$ cat src/pot_pkg.sv
// Package: register map, reset values and field layout of the pattern output unit
package pot_pkg;

  // ****************************************
  // Register offsets (byte addresses)
  // ****************************************
  localparam logic [7:0] POT_OFS_LOW_EN    = 8'h00;
  localparam logic [7:0] POT_OFS_HIGH_EN   = 8'h04;
  localparam logic [7:0] POT_OFS_TRIG_SEL  = 8'h08;
  localparam logic [7:0] POT_OFS_LOW_STG   = 8'h0C;
  localparam logic [7:0] POT_OFS_HIGH_STG  = 8'h10;
  localparam logic [7:0] POT_OFS_PORT_A    = 8'h14;
  localparam logic [7:0] POT_OFS_PORT_B    = 8'h18;
  localparam logic [7:0] POT_OFS_DIR_A     = 8'h1C;
  localparam logic [7:0] POT_OFS_DIR_B     = 8'h20;
  localparam logic [7:0] POT_OFS_STATUS    = 8'h24;

  // ****************************************
  // Values after reset
  // ****************************************
  localparam logic [7:0] POT_RST_LOW_EN    = 8'h00;
  localparam logic [7:0] POT_RST_HIGH_EN   = 8'h00;
  localparam logic [7:0] POT_RST_TRIG_SEL  = 8'hFF;
  localparam logic [7:0] POT_RST_STAGED    = 8'h00;
  localparam logic [7:0] POT_RST_LATCH     = 8'h00;
  localparam logic [7:0] POT_RST_DIR       = 8'h00;

  // ****************************************
  // Field layout
  // ****************************************
  localparam int POT_REG_W    = 8;
  localparam int POT_NUM_GRP  = 4;
  localparam int POT_GRP_PINS = 4;
  localparam int POT_SEL_W    = 2;
  localparam int POT_NUM_CH   = 3;

  // Trigger select codes; any code with the upper bit set picks channel 2
  localparam logic [1:0] POT_SEL_CH0 = 2'h0;
  localparam logic [1:0] POT_SEL_CH1 = 2'h1;

endpackage

$ cat src/pot_group_trigger.sv
// Per-group selection of the compare match strobe that triggers a transfer
`timescale 1ns/1ps
module pot_group_trigger
  import pot_pkg::*;
#(
  parameter int NUM_GRP = POT_NUM_GRP
) (
  // Trigger selection
  input  wire logic [2*NUM_GRP-1:0] sel_i,
  // Timer strobes
  input  wire logic [2:0]           cmp_match_i,
  // Per-group strobe
  output logic      [NUM_GRP-1:0]   grp_strobe_o
);

  // ****************************************
  // Channel decode per group
  // ****************************************
  genvar g;
  generate
    for (g = 0; g < NUM_GRP; g++) begin : gen_grp
      wire logic [1:0] code = sel_i[2*g +: 2];
      // 00 = ch0, 01 = ch1, 1x = ch2
      assign grp_strobe_o[g] = (code == POT_SEL_CH0) ? cmp_match_i[0] :
                               (code == POT_SEL_CH1) ? cmp_match_i[1] :
                                                       cmp_match_i[2];
    end
  endgenerate

endmodule

$ cat src/pot_pin_latch.sv
// Port output data latch with pattern transfer and write protection per bit
`timescale 1ns/1ps
module pot_pin_latch
  import pot_pkg::*;
#(
  parameter int W = POT_REG_W
) (
  // Clock and clear
  input  wire logic         core_clk_i,
  input  wire logic         clr_i,
  // Software write
  input  wire logic         sw_we_i,
  input  wire logic [W-1:0] sw_wdata_i,
  // Pattern transfer
  input  wire logic [W-1:0] enable_i,
  input  wire logic [W-1:0] xfer_i,
  input  wire logic [W-1:0] staged_i,
  // Latch contents
  output logic      [W-1:0] latch_o
);

  logic [W-1:0] latch_q;
  logic [W-1:0] latch_d;

  // ****************************************
  // Next value per bit
  // ****************************************
  genvar b;
  generate
    for (b = 0; b < W; b++) begin : gen_bit
      wire logic take_xfer = enable_i[b] & xfer_i[b];
      wire logic take_sw   = sw_we_i & ~enable_i[b];
      // Disabled bits ignore the strobe entirely
      assign latch_d[b] = take_xfer ? staged_i[b] :
                          take_sw   ? sw_wdata_i[b] :
                                      latch_q[b];
    end
  endgenerate

  always_ff @(posedge core_clk_i) begin
    if (clr_i) begin
      latch_q <= POT_RST_LATCH[W-1:0];
    end else begin
      latch_q <= latch_d;
    end
  end

  assign latch_o = latch_q;

endmodule

$ cat src/pot_top.sv
// Pattern output unit: enable and trigger selection with APB register access
//
// Implementation choices: the address map and the APB register port.
`timescale 1ns/1ps
module pot_top
  import pot_pkg::*;
#(
  parameter int ADDR_W = 8
) (
  // Clock and reset
  input  wire logic              core_clk_i,
  input  wire logic              rst_i,
  // Hardware standby pin, asynchronous to the clock
  input  wire logic              hw_standby_i,
  // APB slave
  input  wire logic              psel,
  input  wire logic              penable,
  input  wire logic              pwrite,
  input  wire logic [ADDR_W-1:0] paddr,
  input  wire logic [31:0]       pwdata,
  input  wire logic [3:0]        pstrb,
  output logic      [31:0]       prdata,
  output logic                   pready,
  output logic                   pslverr,
  // Timer compare match strobes, same clock
  input  wire logic [2:0]        cmp_match_i,
  // Pattern pins
  output logic      [15:0]       pattern_pins_o,
  output logic      [15:0]       pattern_pins_oe_o,
  output logic      [15:0]       pattern_active_o
);

  // ****************************************
  // Standby synchroniser
  // ****************************************
  logic stby_meta_q;
  logic stby_sync_q;

  always_ff @(posedge core_clk_i) begin
    if (rst_i) begin
      stby_meta_q <= 1'b0;
      stby_sync_q <= 1'b0;
    end else begin
      stby_meta_q <= hw_standby_i;
      stby_sync_q <= stby_meta_q;
    end
  end

  // Standby clears like reset; software standby needs nothing here
  wire logic clr = rst_i | stby_sync_q;

  // ****************************************
  // APB decode
  // ****************************************
  wire logic       setup   = psel & ~penable;
  wire logic       access  = psel & penable;
  wire logic [7:0] ofs     = paddr[7:0];
  wire logic       hi_zero = (ADDR_W > 8) ? (paddr >> 8) == '0 : 1'b1;
  wire logic       lane0   = pstrb[0];

  wire logic hit_low_en   = hi_zero & (ofs == POT_OFS_LOW_EN);
  wire logic hit_high_en  = hi_zero & (ofs == POT_OFS_HIGH_EN);
  wire logic hit_trig     = hi_zero & (ofs == POT_OFS_TRIG_SEL);
  wire logic hit_low_stg  = hi_zero & (ofs == POT_OFS_LOW_STG);
  wire logic hit_high_stg = hi_zero & (ofs == POT_OFS_HIGH_STG);
  wire logic hit_port_a   = hi_zero & (ofs == POT_OFS_PORT_A);
  wire logic hit_port_b   = hi_zero & (ofs == POT_OFS_PORT_B);
  wire logic hit_dir_a    = hi_zero & (ofs == POT_OFS_DIR_A);
  wire logic hit_dir_b    = hi_zero & (ofs == POT_OFS_DIR_B);
  wire logic hit_status   = hi_zero & (ofs == POT_OFS_STATUS);

  wire logic mapped = hit_low_en | hit_high_en | hit_trig | hit_low_stg | hit_high_stg |
                      hit_port_a | hit_port_b | hit_dir_a | hit_dir_b | hit_status;

  // Writes land at the access edge, only through byte lane 0
  wire logic wr      = access & pwrite & lane0;
  wire logic we_low_en   = wr & hit_low_en;
  wire logic we_high_en  = wr & hit_high_en;
  wire logic we_trig     = wr & hit_trig;
  wire logic we_low_stg  = wr & hit_low_stg;
  wire logic we_high_stg = wr & hit_high_stg;
  wire logic we_port_a   = wr & hit_port_a;
  wire logic we_port_b   = wr & hit_port_b;
  wire logic we_dir_a    = wr & hit_dir_a;
  wire logic we_dir_b    = wr & hit_dir_b;

  wire logic [7:0] wbyte = pwdata[7:0];

  // ****************************************
  // Enable and trigger select registers
  // ****************************************
  logic [7:0] low_pin_output_enable_q;
  logic [7:0] high_pin_output_enable_q;
  logic [7:0] group_trigger_select_q;

  always_ff @(posedge core_clk_i) begin
    if (clr) begin
      low_pin_output_enable_q <= POT_RST_LOW_EN;
    end else if (we_low_en) begin
      low_pin_output_enable_q <= wbyte;
    end
  end

  always_ff @(posedge core_clk_i) begin
    if (clr) begin
      high_pin_output_enable_q <= POT_RST_HIGH_EN;
    end else if (we_high_en) begin
      high_pin_output_enable_q <= wbyte;
    end
  end

  always_ff @(posedge core_clk_i) begin
    if (clr) begin
      group_trigger_select_q <= POT_RST_TRIG_SEL;
    end else if (we_trig) begin
      group_trigger_select_q <= wbyte;
    end
  end

  // ****************************************
  // Staged pattern and direction registers
  // ****************************************
  logic [7:0] low_staged_pattern_q;
  logic [7:0] high_staged_pattern_q;
  logic [7:0] port_a_direction_q;
  logic [7:0] port_b_direction_q;

  always_ff @(posedge core_clk_i) begin
    if (clr) begin
      low_staged_pattern_q  <= POT_RST_STAGED;
      high_staged_pattern_q <= POT_RST_STAGED;
    end else begin
      if (we_low_stg) begin
        low_staged_pattern_q <= wbyte;
      end
      if (we_high_stg) begin
        high_staged_pattern_q <= wbyte;
      end
    end
  end

  always_ff @(posedge core_clk_i) begin
    if (clr) begin
      port_a_direction_q <= POT_RST_DIR;
      port_b_direction_q <= POT_RST_DIR;
    end else begin
      if (we_dir_a) begin
        port_a_direction_q <= wbyte;
      end
      if (we_dir_b) begin
        port_b_direction_q <= wbyte;
      end
    end
  end

  // ****************************************
  // Trigger selection
  // ****************************************
  logic [POT_NUM_GRP-1:0] grp_strobe;

  pot_group_trigger #(
    .NUM_GRP (POT_NUM_GRP)
  ) u_trig (
    .sel_i        (group_trigger_select_q),
    .cmp_match_i  (cmp_match_i),
    .grp_strobe_o (grp_strobe)
  );

  // All four pins of a group share its strobe; the latch gates it per pin by enable
  wire logic [7:0] xfer_low  = {{4{grp_strobe[1]}}, {4{grp_strobe[0]}}};
  wire logic [7:0] xfer_high = {{4{grp_strobe[3]}}, {4{grp_strobe[2]}}};

  // ****************************************
  // Port output latches
  // ****************************************
  logic [7:0] port_a_output_latch;
  logic [7:0] port_b_output_latch;

  pot_pin_latch #(
    .W (POT_REG_W)
  ) u_port_a (
    .core_clk_i (core_clk_i),
    .clr_i      (clr),
    .sw_we_i    (we_port_a),
    .sw_wdata_i (wbyte),
    .enable_i   (low_pin_output_enable_q),
    .xfer_i     (xfer_low),
    .staged_i   (low_staged_pattern_q),
    .latch_o    (port_a_output_latch)
  );

  pot_pin_latch #(
    .W (POT_REG_W)
  ) u_port_b (
    .core_clk_i (core_clk_i),
    .clr_i      (clr),
    .sw_we_i    (we_port_b),
    .sw_wdata_i (wbyte),
    .enable_i   (high_pin_output_enable_q),
    .xfer_i     (xfer_high),
    .staged_i   (high_staged_pattern_q),
    .latch_o    (port_b_output_latch)
  );

  // ****************************************
  // Pattern mode flags
  // ****************************************
  // Built from next register values so the flag lands with the write
  // Costs a second set of write muxes, but the output stays a flop
  wire logic [7:0]  low_en_d   = we_low_en  ? wbyte : low_pin_output_enable_q;
  wire logic [7:0]  high_en_d  = we_high_en ? wbyte : high_pin_output_enable_q;
  wire logic [7:0]  dir_a_d    = we_dir_a   ? wbyte : port_a_direction_q;
  wire logic [7:0]  dir_b_d    = we_dir_b   ? wbyte : port_b_direction_q;
  wire logic [15:0] active_d   = {dir_b_d & high_en_d, dir_a_d & low_en_d};
  wire logic [15:0] active_rst = {POT_RST_DIR & POT_RST_HIGH_EN, POT_RST_DIR & POT_RST_LOW_EN};
  logic      [15:0] pattern_active_q;

  always_ff @(posedge core_clk_i) begin
    if (clr) begin
      pattern_active_q <= active_rst;
    end else begin
      pattern_active_q <= active_d;
    end
  end

  // ****************************************
  // Pin outputs
  // ****************************************
  wire logic [15:0] directions = {port_b_direction_q, port_a_direction_q};

  // Latch drives the pin at all times; a transfer only reloads the latch
  assign pattern_pins_o    = {port_b_output_latch, port_a_output_latch};
  assign pattern_pins_oe_o = directions;
  assign pattern_active_o  = pattern_active_q;

  // ****************************************
  // Read data
  // ****************************************
  logic [7:0] rd_mux;

  always_comb begin
    rd_mux = 8'h00;
    if (hit_low_en) begin
      rd_mux = low_pin_output_enable_q;
    end else if (hit_high_en) begin
      rd_mux = high_pin_output_enable_q;
    end else if (hit_trig) begin
      rd_mux = group_trigger_select_q;
    end else if (hit_low_stg) begin
      rd_mux = low_staged_pattern_q;
    end else if (hit_high_stg) begin
      rd_mux = high_staged_pattern_q;
    end else if (hit_port_a) begin
      rd_mux = port_a_output_latch;
    end else if (hit_port_b) begin
      rd_mux = port_b_output_latch;
    end else if (hit_dir_a) begin
      rd_mux = port_a_direction_q;
    end else if (hit_dir_b) begin
      rd_mux = port_b_direction_q;
    end
  end

  // Status is wider than a byte, so it bypasses the byte mux
  wire logic [31:0] rd_word = hit_status ? {16'h0000, pattern_active_o} : {24'h00_0000, rd_mux};

  // Captured in setup so the access phase answers at once from a flop
  logic [31:0] prdata_q;
  logic        err_q;

  always_ff @(posedge core_clk_i) begin
    if (rst_i) begin
      prdata_q <= 32'h0000_0000;
      err_q    <= 1'b0;
    end else if (setup) begin
      prdata_q <= pwrite ? 32'h0000_0000 : rd_word;
      err_q    <= ~mapped;
    end
  end

  assign prdata  = prdata_q;
  assign pready  = 1'b1;
  assign pslverr = access & err_q;

endmodule

$ cat config.mk
export PLATFORM = sky130hd
export DESIGN_NAME = pot_top
export DESIGN_NICKNAME = d
export VERILOG_FILES = /design/src/pot_pkg.sv /design/src/pot_group_trigger.sv /design/src/pot_pin_latch.sv /design/src/pot_top.sv
export SDC_FILE = /design/constraint.sdc
export NUM_CORES = 1
export LEC_CHECK = 0
export BUFFER_PORTS_ARGS = -buffer_cell sky130_fd_sc_hd__buf_4
export CAP_MARGIN = 20
export CORE_MARGIN = 3
export CORE_UTILIZATION = 40
export CTS_BUF_LIST = sky130_fd_sc_hd__clkbuf_2
export DETAILED_ROUTE_END_ITERATION = 6
export PLACE_DENSITY = 0.73
export SYNTH_ARGS = -nofsm -noshare
export SYNTH_HDL_FRONTEND = slang
export SYNTH_HIERARCHICAL = 1
export SYNTH_SLANG_ARGS = --single-unit
export TNS_END_PERCENT = 1
$ cat constraint.sdc
create_clock -name core_clk_i -period 2.5 [get_ports core_clk_i]
set_input_delay 0.25 -clock core_clk_i [delete_from_list [all_inputs] [get_ports core_clk_i]]
set_output_delay 0.25 -clock core_clk_i [all_outputs]
set_load 0.01 [all_outputs]
-- Word level (Yosys, flattened, before mapping)
Cells that the tools add are included.
- eq/ne operators: 13
- multiplexer cells: 55
- bitwise logic cells: 76
- reductions and logical operators: 21
- operator list (kind ; number):
    $mux 8 ; 13
    $and 1x1->1 ; 46
    $mux 1 ; 40
    $eq 8x5->1 const B ; 4
    $mux 16 ; 2
    $reduce_bool 2->1 ; 16
    $not 1->1 ; 18
    $and 8x8->8 ; 2
    $eq 8x4->1 const B ; 2
    $eq 8x6->1 const B ; 2
    $or 1x1->1 ; 10
    $eq 2x1->1 const B ; 4
    $eq 8x3->1 const B ; 1
    $logic_not 2->1 ; 4
    $logic_not 8->1 ; 1
- register bits after elaboration: 123
- bits of input ports: 53
- output and inout bits: 82
- word-level logic and storage cells: 193

-- Longest topological paths before layout
- word-level depth: 12
- mapped depth: 8
- mapped depth without buffers: 6

-- Cells and area by module
Netlist, hierarchy kept.
- modules (own cells, without submodules) (module ; times used ; cells an instance ; area an instance (um^2) ; sequential area each (um^2)):
    pot_top ; 1 ; 549 ; 4475.5 ; 1821.7
    pot_pin_latch ; 2 ; 58 ; 508.0 ; 160.2
    pot_group_trigger ; 1 ; 12 ; 75.1 ; 0.0

-- Worst setup path before layout
Ideal clock, no wire load.
- path type: input -> register
- start: in paddr[7]
- end: reg prdata_q[0] (netlist: prdata[0])
- setup time: 0.072 ns
- arrival time: 2.049 ns
- data required time: 2.428 ns
- path slack: 0.379 ns
- stages on the path: 7
- path buffers: 2
- path through: buf_2 or4b_4 buf_6 or3_1 a22o_1 a222oi_1 a2bb2oi_1
- longest elaborated chain between the ends: 12
- elaborated cells on any way between the ends: 21
- classes of those cells: eq/ne (9); mux (11); reduce/logical (1)
- RTL lines (item ; line ; source):
    from (decl) ; pot_top.sv:19 ; input wire logic [ADDR_W-1:0] paddr,
    $eq 8x6->1 ; pot_top.sv:69 ; wire logic hit_dir_b = hi_zero & (ofs == POT_OFS_DIR_B);
    $mux 8 ; pot_top.sv:259 ; end else if (hit_dir_b) begin
    $mux 8 ; pot_top.sv:257 ; end else if (hit_dir_a) begin
    $mux 8 ; pot_top.sv:255 ; end else if (hit_port_b) begin
    $mux 8 ; pot_top.sv:253 ; end else if (hit_port_a) begin
    $mux 8 ; pot_top.sv:251 ; end else if (hit_high_stg) begin
    $mux 8 ; pot_top.sv:249 ; end else if (hit_low_stg) begin
    $mux 8 ; pot_top.sv:247 ; end else if (hit_trig) begin
    $mux 8 ; pot_top.sv:245 ; end else if (hit_high_en) begin
    $mux 8 ; pot_top.sv:243 ; if (hit_low_en) begin
    $mux 16 * ; pot_top.sv:265 ; wire logic [31:0] rd_word = hit_status ? {16'h0000, pattern_active_o} : {24'h00_0000, rd_mux};
    $mux 16 * ; pot_top.sv:276 ; prdata_q <= pwrite ? 32'h0000_0000 : rd_word;
    to (signal assigned) ; pot_top.sv:276 ;
    to (decl) ; pot_top.sv:268 ; logic [31:0] prdata_q;
Mark *: on every way between the ends. The rest lies on a longest branch, timed or not.
A chain may end at the register's enable or synchronous reset.

-- Final worst setup path
- start: reg stby_sync_q
- end: reg pattern_active_q[1] (netlist: pattern_active_o[1])
- longest elaborated chain between the ends: 1
- RTL lines (item ; line ; source):
    from (decl) ; pot_top.sv:37 ; logic stby_sync_q;
    from (signal assigned) ; pot_top.sv:45 ; stby_sync_q <= stby_meta_q;
    $or 1x1->1 ; pot_top.sv:50 ; wire logic clr = rst_i | stby_sync_q;
    to (signal assigned) ; pot_top.sv:220 ; pattern_active_q <= active_rst;
    to (signal assigned) ; pot_top.sv:222 ; pattern_active_q <= active_d;
    to (decl) ; pot_top.sv:216 ; logic [15:0] pattern_active_q;
No other way between the ends.

==> metrics <==
Final #Nets just over 800; clock latency on the worst-skew pair around 0.65 ns; Synth Area in Compound Gates 0.196; GRT Overall Usage 0.259; Worst-path clk slew 0.30 ns; Routed wire per std cell roughly 21 um; worst endpoint data arrival time roughly 2.3 ns; Crit. End Element flop; drc violations 0; CP delay by family, top buffers and inverters; Main synth FF type dfxtp_1; skew final between 0.02 and 0.03 ns; Max Cap Violations 0; status completed; TritonCTS Sinks 107; number of global-route vias before repair ~5000; mux cell area share after synthesis 0.0742; ys async rst share 0; die area 0.0154 mm^2; Startpoint Class flop; combinational family with the most area after synthesis simple AND/OR/NAND/NOR gates; TritonCTS clock tree yes; Die X 124 um; RSZ-0062 raised after global routing no; Buf+Inv Stages, Crit Path 2; number of synthesized flops with an enable pin 0; Layout area overhead 19.4%; Critical Path Slowest Stage Cell dfxtp_1; required time of the critical path 3.07 ns; post-CTS setup buffers 0; via count between 5000 and 6000; Final Worst Setup Slack ~0.75 ns; Root Buffer clkbuf_2; Placement Setup Slack 0.224 ns; most common cell after layout, fill and taps aside buf_4; fraction of layout cells with a size suffix above 1 0.216; CTS buffer count 9; antenna viol nets, final 0; H-tree depth 3; FF+latch count, synth around 110; syn avg cell area about 8 um^2; IO Port Bufs 90; CTS-repair resized insts 0; Static Leak roughly 0.0026 uW; final max-slew violation count 0; Setup TNS Final 0 ns; PD cells between 400 and 500 mW/mm^2; Synth Area in Adders 0; Crit path largest cell delay 0.38 ns; crit-path max FO 34; Syn Std Cell Area 0.00557 mm^2; Simple-Gate Fraction of Synth Area 0.275; I/O Pins around 140; FP Rows 42; pin count of the biggest net entering global routing 35; final hold vios 0; Slew @ Worst Pin 0.870 ns; # setup viols final 0; DR pass1 iterations 5; Post-DP HPWL ~14000 um; crit share post-route 0.702; worst min path class input port to flop; max frequency around 570 MHz; core area about 0.013 mm^2; grt ovf 0; RePlAce Congestion 1.01; post-synthesis cell type count 66; CTS Buffer Depth 2; post-synthesis xor/xnor area fraction 0; Initial Utilization 0.415; Mapped Cells roughly 680; chip height ~120 um; Routed WL between 15000 and 20000 um; relative slew slack 0.416; first-iteration detailed-routing DRC count approximately 600; crit-path cells nor2_1 > inv_2 > buf_12 > nor3_1; most frequent cells in the layout buf_4 (116), dfxtp_1 (107), nor2_1 (83), nand2_1 (80), mux2i_1 (39); Vias/cell roughly 5.9; first-pass GRT wire length between 20000 and 30000 um; Seq/Total Area, Yosys 0.385; Max VDD drop about 0.26 mV; initial antenna violation count 1; synth warn 6; total power 2870 uW; CP Class flop to flop; fin crit period 1.75 ns
==> flip-flops by register name (all words and copies together), names as in the netlist <==
name and cells:
err_q 1, u_port_a/latch_o 8, port_b_direction_q 8, stby_sync_q 1, prdata 16, stby_meta_q 1
low_pin_output_enable_q 8, group_trigger_select_q 8, u_port_b/latch_o 8, port_a_direction_q 8, high_staged_pattern_q 8, pattern_active_o 16
high_pin_output_enable_q 8, low_staged_pattern_q 8
==> per-layer routing <==
metal | routed length (um) | vias to the layer above | share of wire | track usage
li1 | - | 2585 | - | -
met1 | 8590 | 2626 | 0.43 | 0.371
met2 | 8650 | 317 | 0.44 | 0.381
met3 | 2070 | 35 | 0.10 | 0.0599
met4 | 549 | 0 | 0.028 | 0.0903
met5 | 0 | - | 0 | 0
==> power breakdown <==
group | switching, uW | internal (uW) | leakage, uW
Sequential | 1.44 | 1720 | 0.000862
Combinational | 197 | 98.0 | 0.00166
Clock | 614 | 244 | 0.0000692
Total | 813 | 2060 | 0.00260
==> cell usage after synthesis, types with 3 or more instances <==
cell	number	area share
a211oi_1	10	0.013
a211oi_2	6	0.013
a21o_1	3	0.0040
a21oi_1	37	0.033
a22oi_1	12	0.016
a32o_1	4	0.0072
and2b_1	6	0.0081
and3_1	5	0.0056
buf_2	7	0.0063
buf_4	18	0.024
buf_6	4	0.0081
clkbuf_1	35	0.024
dfxtp_1	107	0.38
inv_1	8	0.0054
mux2i_1	39	0.070
nand2_1	80	0.054
nand2b_1	10	0.011
nand3_1	14	0.013
nor2_1	83	0.056
nor2b_1	13	0.015
nor3_1	25	0.022
nor3_2	4	0.0072
nor3b_1	10	0.013
nor3b_2	6	0.013
nor4_1	11	0.012
nor4_2	6	0.013
nor4b_1	3	0.0047
o21a_1	4	0.0054
o21ai_0	22	0.020
o21ai_1	4	0.0036
o22ai_1	25	0.028
o2bb2ai_1	4	0.0063
o32ai_1	3	0.0047
or2_2	3	0.0034
or3_1	4	0.0045
==> final cells by class <==
| class | instances | area [um^2] |
|---|---|---|
| sequential | 107 | 2140 |
| fill | 1325 | 6750 |
| tap | 176 | 220 |
| timing repair buffer | 130 | 1030 |
| inverter | 9 | 33.8 |
| multi-input combinational | 511 | 3100 |
| antenna | 1 | 2.50 |
| clock inverter | 6 | 71.3 |
| clock buffer | 10 | 50.0 |
==> logic make-up after synthesis <==
family | count (synthesis)
buffers and inverters | 74
AO/OA/AOI/OAI | 160
AND/OR/NAND/NOR | 293
flip-flops | 107
multiplexers | 41
other | 2
==> worst min-delay path, stage by stage <==
cell and delay [ns]:
buf_4 0.10, or3b_2 0.13, a221oi_1 0.07, o21ai_0 0.07, o22ai_1 0.08
==> metrics by stage <==
stage,instance area [um^2],std cells,hold slack (ns),util
floorplan,5620,692,0.378,-
finish,6650,950,0.0464,0.496
CTS,6650,949,0.0159,0.496
global placement,6400,921,0.425,0.478
global route,6650,950,0.0343,0.496
detailed placement,6400,921,0.436,0.478
==> repair_timing <==
action,4_1_cts,5_1_grt
hold buffers,12,0
endpoints found under the hold margin,91,0
setup endpoints to repair,0,0
==> path summary, 6_finish.rpt <==
kind,to,cells after the start,slack (ns),startpoint
max,pattern_active_o[1]$_SDFF_PP0_,4,0.75,stby_sync_q$_SDFF_PP0_
min,prdata[1]$_SDFFE_PP0P_,5,0.05,penable
min reg2reg,stby_sync_q$_SDFF_PP0_,1,0.49,stby_meta_q$_SDFF_PP0_
max reg2reg,pattern_active_o[1]$_SDFF_PP0_,4,0.75,stby_sync_q$_SDFF_PP0_
No activity file was read; power rests on OpenSTA's default activity.
